[src/hw/or_rotate_pkg.sv]
// Package: opcodes, states, widths, reset values and helpers for the OR/rotate/return datapath.
// Assumes the sequencer decodes opcodes into op_t before issuing them.
package or_rotate_pkg;

	// ------------------------------------------------------------
	// Widths and reset values
	// ------------------------------------------------------------
	localparam int DATA_W = 8;
	localparam int PC_W = 11;
	localparam logic [7:0] ACC_RST = 8'h00;
	localparam logic [10:0] PC_RST = 11'h000;
	localparam logic ZERO_RST = 1'b0;
	localparam logic CARRY_RST = 1'b0;
	localparam logic MIE_RST = 1'b0;
	localparam logic [10:0] PC_STEP = 11'h001;
	localparam int MSB_POS = 7;
	localparam int LSB_POS = 0;

	// ------------------------------------------------------------
	// Instruction and state encodings
	// ------------------------------------------------------------
	typedef enum logic [3:0] {
		idle_instruction = 4'h0,
		or_mem_into_acc = 4'h1,
		or_imm_into_acc = 4'h2,
		or_acc_into_memory = 4'h3,
		subroutine_exit = 4'h4,
		subroutine_exit_with_literal = 4'h5,
		interrupt_exit = 4'h6,
		rotate_left_memory = 4'h7,
		rotate_left_to_acc = 4'h8,
		rotate_left_through_carry = 4'h9
	} op_t;

	// Path idle -> request -> data -> idle; one-bit steps except data -> idle, which flips both bits
	typedef enum logic [1:0] {
		st_idle = 2'b00,
		st_req = 2'b01,
		st_data = 2'b11
	} state_t;

	// ------------------------------------------------------------
	// Helpers
	// ------------------------------------------------------------
	// True for the forms that read a data memory byte
	function automatic logic needs_mem(input op_t op);
		needs_mem = (op == or_mem_into_acc) || (op == or_acc_into_memory) ||
			(op == rotate_left_memory) || (op == rotate_left_to_acc) ||
			(op == rotate_left_through_carry);
	endfunction : needs_mem

	function automatic logic is_zero(input logic [7:0] v);
		is_zero = (v == 8'h00);
	endfunction : is_zero

	// One-place left rotate with a chosen fill bit
	function automatic logic [7:0] rot_left(input logic [7:0] v, input logic fill);
		rot_left = {v[MSB_POS-1:LSB_POS], fill};
	endfunction : rot_left

endpackage : or_rotate_pkg

[src/hw/alu_if.sv]
// Interface: carries one operation between the core sequencer and its logic unit.
// Assumes both ends share the core clock; the signals are purely combinational.
`timescale 1ns/1ps
interface alu_if;
	import or_rotate_pkg::*;
	op_t op;
	logic [7:0] acc;
	logic [7:0] opnd;
	logic cin;
	logic [7:0] res;
	logic cout;
	logic acc_we;
	logic mem_we;
	logic z_we;
	logic c_we;
	modport unit (input op, acc, opnd, cin, output res, cout, acc_we, mem_we, z_we, c_we);
	modport core (output op, acc, opnd, cin, input res, cout, acc_we, mem_we, z_we, c_we);
endinterface : alu_if

[src/hw/or_rotate_unit.sv]
// Logic unit: result, carry and write enables for each OR, rotate and literal form.
// Assumes the caller muxes the operand (memory byte or immediate) before it arrives.
`timescale 1ns/1ps
module or_rotate_unit
	import or_rotate_pkg::*;
(
	alu_if.unit u // Operation in, result out
);

	// ------------------------------------------------------------
	// Result and write enables
	// ------------------------------------------------------------
	// Default is a write-nothing result so unlisted forms touch no state
	always_comb begin
		u.res = u.acc;
		u.cout = u.cin;
		u.acc_we = 1'b0;
		u.mem_we = 1'b0;
		u.z_we = 1'b0;
		u.c_we = 1'b0;
		unique case (u.op)
			or_mem_into_acc, or_imm_into_acc: begin
				u.res = u.acc | u.opnd;
				u.acc_we = 1'b1;
				u.z_we = 1'b1;
			end
			or_acc_into_memory: begin
				u.res = u.acc | u.opnd;
				u.mem_we = 1'b1;
				u.z_we = 1'b1;
			end
			subroutine_exit_with_literal: begin
				u.res = u.opnd;
				u.acc_we = 1'b1;
			end
			rotate_left_memory: begin
				u.res = rot_left(u.opnd, u.opnd[MSB_POS]);
				u.mem_we = 1'b1;
			end
			rotate_left_to_acc: begin
				u.res = rot_left(u.opnd, u.opnd[MSB_POS]);
				u.acc_we = 1'b1;
			end
			rotate_left_through_carry: begin
				u.res = rot_left(u.opnd, u.cin);
				u.cout = u.opnd[MSB_POS];
				u.mem_we = 1'b1;
				u.c_we = 1'b1;
			end
			default: begin
				u.res = u.acc; // Idle and plain returns write nothing
			end
		endcase
	end

endmodule : or_rotate_unit

[src/hw/or_rotate_return_exec.sv]
// Top: executes the idle, OR, return and left-rotate instructions of an 8-bit core.
// Assumes a sequencer issuing one op per i_valid pulse while o_busy is low, a data
// memory answering a read one cycle after o_mem_rd, and a return stack showing its top.
`timescale 1ns/1ps
// Behaviour
// - Idle instruction changes nothing, PC advances
// - OR memory into accumulator, zero flag only
// - OR literal into accumulator, zero flag only
// - OR into memory, accumulator kept, zero only
// - Return reloads PC from stack, no flags
// - Literal return reloads PC, loads accumulator
// - Interrupt return reloads PC, sets master enable
// - Pending interrupt served before main program resumes
// - Rotate memory left in place, flags untouched
// - Rotate left into accumulator, memory kept
// - Rotate memory through carry, memory and carry change
module or_rotate_return_exec
	import or_rotate_pkg::*;
(
	input wire logic i_clk, // Core clock, 20 MHz
	input wire logic i_rstn, // Asynchronous reset, active low
	input wire logic i_valid, // Issue pulse, taken while not busy
	input wire op_t i_op, // Decoded instruction
	input wire logic [7:0] i_imm, // Immediate byte
	input wire logic [7:0] i_addr, // Data memory address
	input wire logic [7:0] i_mem_rdata, // Read data, cycle after o_mem_rd
	input wire logic [10:0] i_stack_top, // Top of return stack
	input wire logic i_irq_pending, // Interrupt request waiting
	output logic o_busy, // Instruction in progress
	output logic o_done, // Instruction finished pulse
	output logic [7:0] o_acc, // Accumulator
	output logic o_zero, // Zero flag
	output logic o_carry, // Carry flag
	output logic o_master_irq_enable, // Master interrupt enable
	output logic [10:0] o_pc, // Program counter
	output logic o_mem_rd, // Memory read strobe
	output logic o_mem_wr, // Memory write strobe
	output logic [7:0] o_mem_addr, // Memory address
	output logic [7:0] o_mem_wdata, // Memory write data
	output logic o_stack_pop, // Pop return stack pulse
	output logic o_irq_service // Enter pending interrupt pulse
);

	// ------------------------------------------------------------
	// State
	// ------------------------------------------------------------
	state_t state_q, state_d;
	op_t op_q, op_d;
	logic [7:0] imm_q, imm_d;
	logic [7:0] acc_q, acc_d;
	logic zero_q, zero_d;
	logic carry_q, carry_d;
	logic mie_q, mie_d;
	logic [10:0] pc_q, pc_d;
	logic busy_q, busy_d;
	logic done_q, done_d;
	logic rd_q, rd_d;
	logic wr_q, wr_d;
	logic [7:0] addr_q, addr_d;
	logic [7:0] wdata_q, wdata_d;
	logic pop_q, pop_d;
	logic svc_q, svc_d;
	logic take;
	logic exec;
	op_t exec_op;

	alu_if u_if ();

	or_rotate_unit u_unit (
		.u(u_if.unit)
	);

	// ------------------------------------------------------------
	// Operand select
	// ------------------------------------------------------------
	// Memory forms execute in the data state; the rest in the issue cycle
	assign take = (state_q == st_idle) && i_valid;
	assign exec_op = (state_q == st_data) ? op_q : i_op;
	assign exec = (take && !needs_mem(i_op)) || (state_q == st_data);
	assign u_if.op = exec_op;
	assign u_if.acc = acc_q;
	assign u_if.opnd = (state_q == st_data) ? i_mem_rdata : i_imm;
	assign u_if.cin = carry_q;

	// ------------------------------------------------------------
	// Next state
	// ------------------------------------------------------------
	// Requests while busy are ignored; the sequencer must watch o_busy
	always_comb begin
		state_d = state_q;
		op_d = op_q;
		imm_d = imm_q;
		acc_d = acc_q;
		zero_d = zero_q;
		carry_d = carry_q;
		mie_d = mie_q;
		pc_d = pc_q;
		done_d = 1'b0;
		rd_d = 1'b0;
		wr_d = 1'b0;
		addr_d = addr_q;
		wdata_d = wdata_q;
		pop_d = 1'b0;
		svc_d = 1'b0;
		unique case (state_q)
			st_idle: begin
				if (take) begin
					op_d = i_op;
					imm_d = i_imm;
					addr_d = i_addr;
					if (needs_mem(i_op)) begin
						rd_d = 1'b1;
						state_d = st_req;
					end
				end
			end
			st_req: begin
				state_d = st_data;
			end
			st_data: begin
				state_d = st_idle;
			end
			default: begin
				state_d = st_idle; // Illegal code recovers to idle
			end
		endcase
		if (exec) begin
			done_d = 1'b1;
			if (u_if.acc_we) begin
				acc_d = u_if.res;
			end
			if (u_if.z_we) begin
				zero_d = is_zero(u_if.res);
			end
			if (u_if.c_we) begin
				carry_d = u_if.cout;
			end
			if (u_if.mem_we) begin
				wr_d = 1'b1;
				wdata_d = u_if.res;
			end
			unique case (exec_op)
				subroutine_exit, subroutine_exit_with_literal: begin
					pc_d = i_stack_top;
					pop_d = 1'b1;
				end
				interrupt_exit: begin
					pc_d = i_stack_top;
					pop_d = 1'b1;
					mie_d = 1'b1;
					svc_d = i_irq_pending;
				end
				default: begin
					pc_d = pc_q + PC_STEP;
				end
			endcase
		end
		busy_d = (state_d != st_idle);
	end

	// Registers only; outputs come straight from these
	always_ff @(posedge i_clk or negedge i_rstn) begin
		if (!i_rstn) begin
			state_q <= st_idle;
			op_q <= idle_instruction;
			imm_q <= ACC_RST;
			acc_q <= ACC_RST;
			zero_q <= ZERO_RST;
			carry_q <= CARRY_RST;
			mie_q <= MIE_RST;
			pc_q <= PC_RST;
			busy_q <= 1'b0;
			done_q <= 1'b0;
			rd_q <= 1'b0;
			wr_q <= 1'b0;
			addr_q <= ACC_RST;
			wdata_q <= ACC_RST;
			pop_q <= 1'b0;
			svc_q <= 1'b0;
		end else begin
			state_q <= state_d;
			op_q <= op_d;
			imm_q <= imm_d;
			acc_q <= acc_d;
			zero_q <= zero_d;
			carry_q <= carry_d;
			mie_q <= mie_d;
			pc_q <= pc_d;
			busy_q <= busy_d;
			done_q <= done_d;
			rd_q <= rd_d;
			wr_q <= wr_d;
			addr_q <= addr_d;
			wdata_q <= wdata_d;
			pop_q <= pop_d;
			svc_q <= svc_d;
		end
	end

	assign o_busy = busy_q;
	assign o_done = done_q;
	assign o_acc = acc_q;
	assign o_zero = zero_q;
	assign o_carry = carry_q;
	assign o_master_irq_enable = mie_q;
	assign o_pc = pc_q;
	assign o_mem_rd = rd_q;
	assign o_mem_wr = wr_q;
	assign o_mem_addr = addr_q;
	assign o_mem_wdata = wdata_q;
	assign o_stack_pop = pop_q;
	assign o_irq_service = svc_q;
endmodule : or_rotate_return_exec

[config.mk]
export PLATFORM = sky130hd
export DESIGN_NAME = or_rotate_return_exec
export DESIGN_NICKNAME = d
export VERILOG_FILES = /design/src/hw/or_rotate_pkg.sv /design/src/hw/alu_if.sv /design/src/hw/or_rotate_unit.sv /design/src/hw/or_rotate_return_exec.sv
export SDC_FILE = /design/constraint.sdc
export NUM_CORES = 1
export LEC_CHECK = 0
export BUFFER_PORTS_ARGS = -buffer_cell sky130_fd_sc_hd__buf_2
export CORE_ASPECT_RATIO = 0.5
export CORE_UTILIZATION = 35
export DETAILED_ROUTE_END_ITERATION = 16
export REMOVE_ABC_BUFFERS = 1
export SETUP_SLACK_MARGIN = 0.1
export SLEW_MARGIN = 20
export SYNTH_ARGS = -nofsm -noshare
export SYNTH_HDL_FRONTEND = slang
export SYNTH_HIERARCHICAL = 1
export SYNTH_SLANG_ARGS = --single-unit
[constraint.sdc]
create_clock -name i_clk -period 4.7 [get_ports i_clk]
set_input_delay 0.94 -clock i_clk [delete_from_list [all_inputs] [get_ports i_clk]]
set_output_delay 0.94 -clock i_clk [all_outputs]
set_load 0.05 [all_outputs]
==> metrics <==
unrepaired setup endpoints after global routing=no; Min-Delay Endpoint=o_master_irq_enable; worst r2r path cells=7; clock tree buffer depth=2; Synth Area in Adders=0.461%; Final Slew Violations=0; maximum VDD drop=0.302 mV; Reg area=1250 um^2; met3 WL=257 um; combinational fraction of design power=55.3%; Worst setup EP type=flop; period utilization=61.5%; Worst EP required=4.93 ns; syn avg cell area=11.6 um^2; crit path max fanout=16; RePlAce Congestion=0.781; postcts setup bufs=0; measured slew at the worst slew-check pin=0.871 ns; post-synthesis async set-or-reset flop share=100%; worst-path cell chain=nand2_2 > mux2_2 > or3b_4 > o31a_4 > a221o_1 > nor4_1 > a41o_1; mux contribution to synthesized area=21.1%; Rows=22; area delta synth->final=23.5%; hold_buf cts=0; number of CTS-inserted buffers=5; synthesized cell area=2720 um^2; WL met2=2820 um; CTS tree=done; most common cell in the netlist=dfrtp_1; PortBufs=86; r2r endpoint=o_zero; I/O pins=87; Worst path slowest cell=or3b_4; DR top layer=met4; multi-input logic area=1330 um^2; max cap viols=0; met1 WL=2880 um; initial DRC count=126; setup TNS=0 ns; post-CTS sizing=0; n_diodes=0; R2R setup slack=1.81 ns; XOR/XNOR share of the synthesized area=0.323%; number of global-route vias before repair=1989; worst r2r src=state_q[1]; GRT Overall Usage=15.7%; number of flops mapped to enable cells by yosys=0; htree depth=2; Critical Path AT=3.12 ns; post-synthesis compound-gate area fraction=14.6%; clock share of power=15.4%; main combinational cell family by area after synthesis=multiplexers; Clock Skews=0.00361 ns; Clock Latency Late Sink=0.28 ns; final setup fails=0; CORE AREA=7400 um^2; Synth Area in Simple Gates=12.6%; grt ovf=0; clk root buf=clkbuf_16; Antenna Violating Nets Remaining=0; Synth cell types=52; min-delay worst type=reg2reg; initial antenna violation count=0; Worst setup SP type=flop; Die Y=64.3 um; synth warn=6; Power, Total=2650 uW; hold depth=1; Top Family by Delay on Critical Path=simple AND/OR/NAND/NOR gates; Cell Pwr Density=790 nW/um^2; Synth area leaders=dfrtp_1 46%, mux2_2 17%, mux2i_1 3.7%; final WL=6020 um; dpl hpwl=4460 um; Yosys reg bits=50; Initial DRT Pass Iterations=4; Initial Util=36.7%; outcome=finished, final reports clean; nets=362; dominant synthesized flop cell=dfrtp_1; Lkg Pwr=0.00165 uW; switching part of the total power=49.6%; DIE AREA=8140 um^2; max_slew headroom=41.6%; Reg clk slew, reported paths=0.07 ns; drt drc=0; per-cell routed wire length=14.5 um; wire length of the first global-routing pass=10000 um; largest net degree at the start of global routing=51; Fin. Hold Viols=0; CTS sink count=50; Seq pwr share=29.3%; Fmax=346 MHz; crit path time final=2.89 ns; crit-path max cell delay=0.49 ns; fill count=718; area share of the largest cell type after synthesis=46.1%; WS Path Type=reg2reg; register area share after synthesis=46.1%; Vias/cell=5.13; Sw Pwr=1310 uW; CP bufs+invs=0; share of layout cells above drive strength 1=46.7%; Commonest cells post-synth=50 x dfrtp_1, 41 x mux2_2, 12 x nor2_1; Mapped Cells=235; Die W=127 um; dominant cell type by area after synthesis=dfrtp_1; Vias=2128; Hold Startpoint=o_master_irq_enable; P_int=1330 uW
## kinds of logic (layout without fill, tap and decap cells)
logic type               Yosys count  after routing
AO/OA/AOI/OAI                     51             51
XOR/XNOR                           1              1
adder cells (fa/ha/maj)            1              1
buffers and inverters             21            105
flip-flops                        50             50
multiplexers                      52             52
AND/OR/NAND/NOR                   59             59
## cell type report
cell class | count | share of cell area [%]
multi-input cells | 164 | 39.8
flip-flops and latches | 50 | 37.3
repair buffers | 87 | 13.1
clock buffers | 5 | 3.73
well taps | 96 | 3.58
clock inverters | 3 | 1.31
inverters | 10 | 1.19
## per-stage QoR
step	hold slack (ns)	instance area, um^2	util, %	cells	setup slack, ns
after floorplan	0.490	2630	-	224	1.97
after global placement	0.457	3180	43.0	407	1.68
after detailed placement	0.460	3180	43.0	407	1.67
after CTS	0.475	3350	45.3	415	1.80
after global routing	0.505	3350	45.3	415	1.64
final	0.473	3350	45.3	415	1.81
## state kept, by name (all words and copies together) (netlist names)
| register | count |
|---|---|
| o_mem_rd | 1 |
| o_carry | 1 |
| o_mem_wr | 1 |
| o_mem_addr | 8 |
| o_zero | 1 |
| o_acc | 8 |
| o_done | 1 |
| state_q | 2 |
| o_mem_wdata | 8 |
| o_master_irq_enable | 1 |
| o_irq_service | 1 |
| o_stack_pop | 1 |
| op_q | 4 |
| o_pc | 11 |
| o_busy | 1 |
## worst register-to-register path: stages, from the launching register on
cell,delay (ns)
dfrtp_1,0.45
nand2_2,0.38
mux2_2,0.48
or3b_4,0.49
o31a_4,0.16
a221o_1,0.40
nor4_1,0.28
a41o_1,0.19
## cell usage in the layout (no fill, tap or decap), types with 4 or more instances in the layout
cell,n
buf_2,86
dfrtp_1,50
mux2_2,41
nor2_1,12
mux2i_1,10
o21ai_0,10
inv_1,9
a221o_1,9
a21boi_0,9
nand2_1,8
a21oi_1,6
clkbuf_16,5
nand2_2,4
nand2b_1,4
## worst max-delay path by stage
stage                    start      to  slack (ns)  cells after the start
finish              state_q[1]  o_zero        1.81                      7
global route        state_q[1]  o_zero        1.64                      7
CTS                 state_q[1]  o_zero        1.80                      7
detailed placement     i_op[1]  o_zero        1.67                      7
global placement       i_op[1]  o_zero        1.68                      7
floorplan              i_op[1]  o_zero        1.97                      6
## power by group through the flow
stage | registers (uW) | logic [uW] | clock network [uW]
after floorplan | 1370 | 536 | 0
after global placement | 781 | 1450 | 0
after detailed placement | 788 | 1470 | 0
after CTS | 780 | 1480 | 422
after global routing | 807 | 1550 | 442
final | 777 | 1460 | 407
## per-layer routing
layer / vias to the layer above / GRT usage [%]
li1: 1038 / -
met1: 1036 / 21.3
met5: - / 0
met4: 0 / 4.07
met3: 7 / 3.27
met2: 47 / 25.8
No activity file was read; power rests on OpenSTA's default activity.
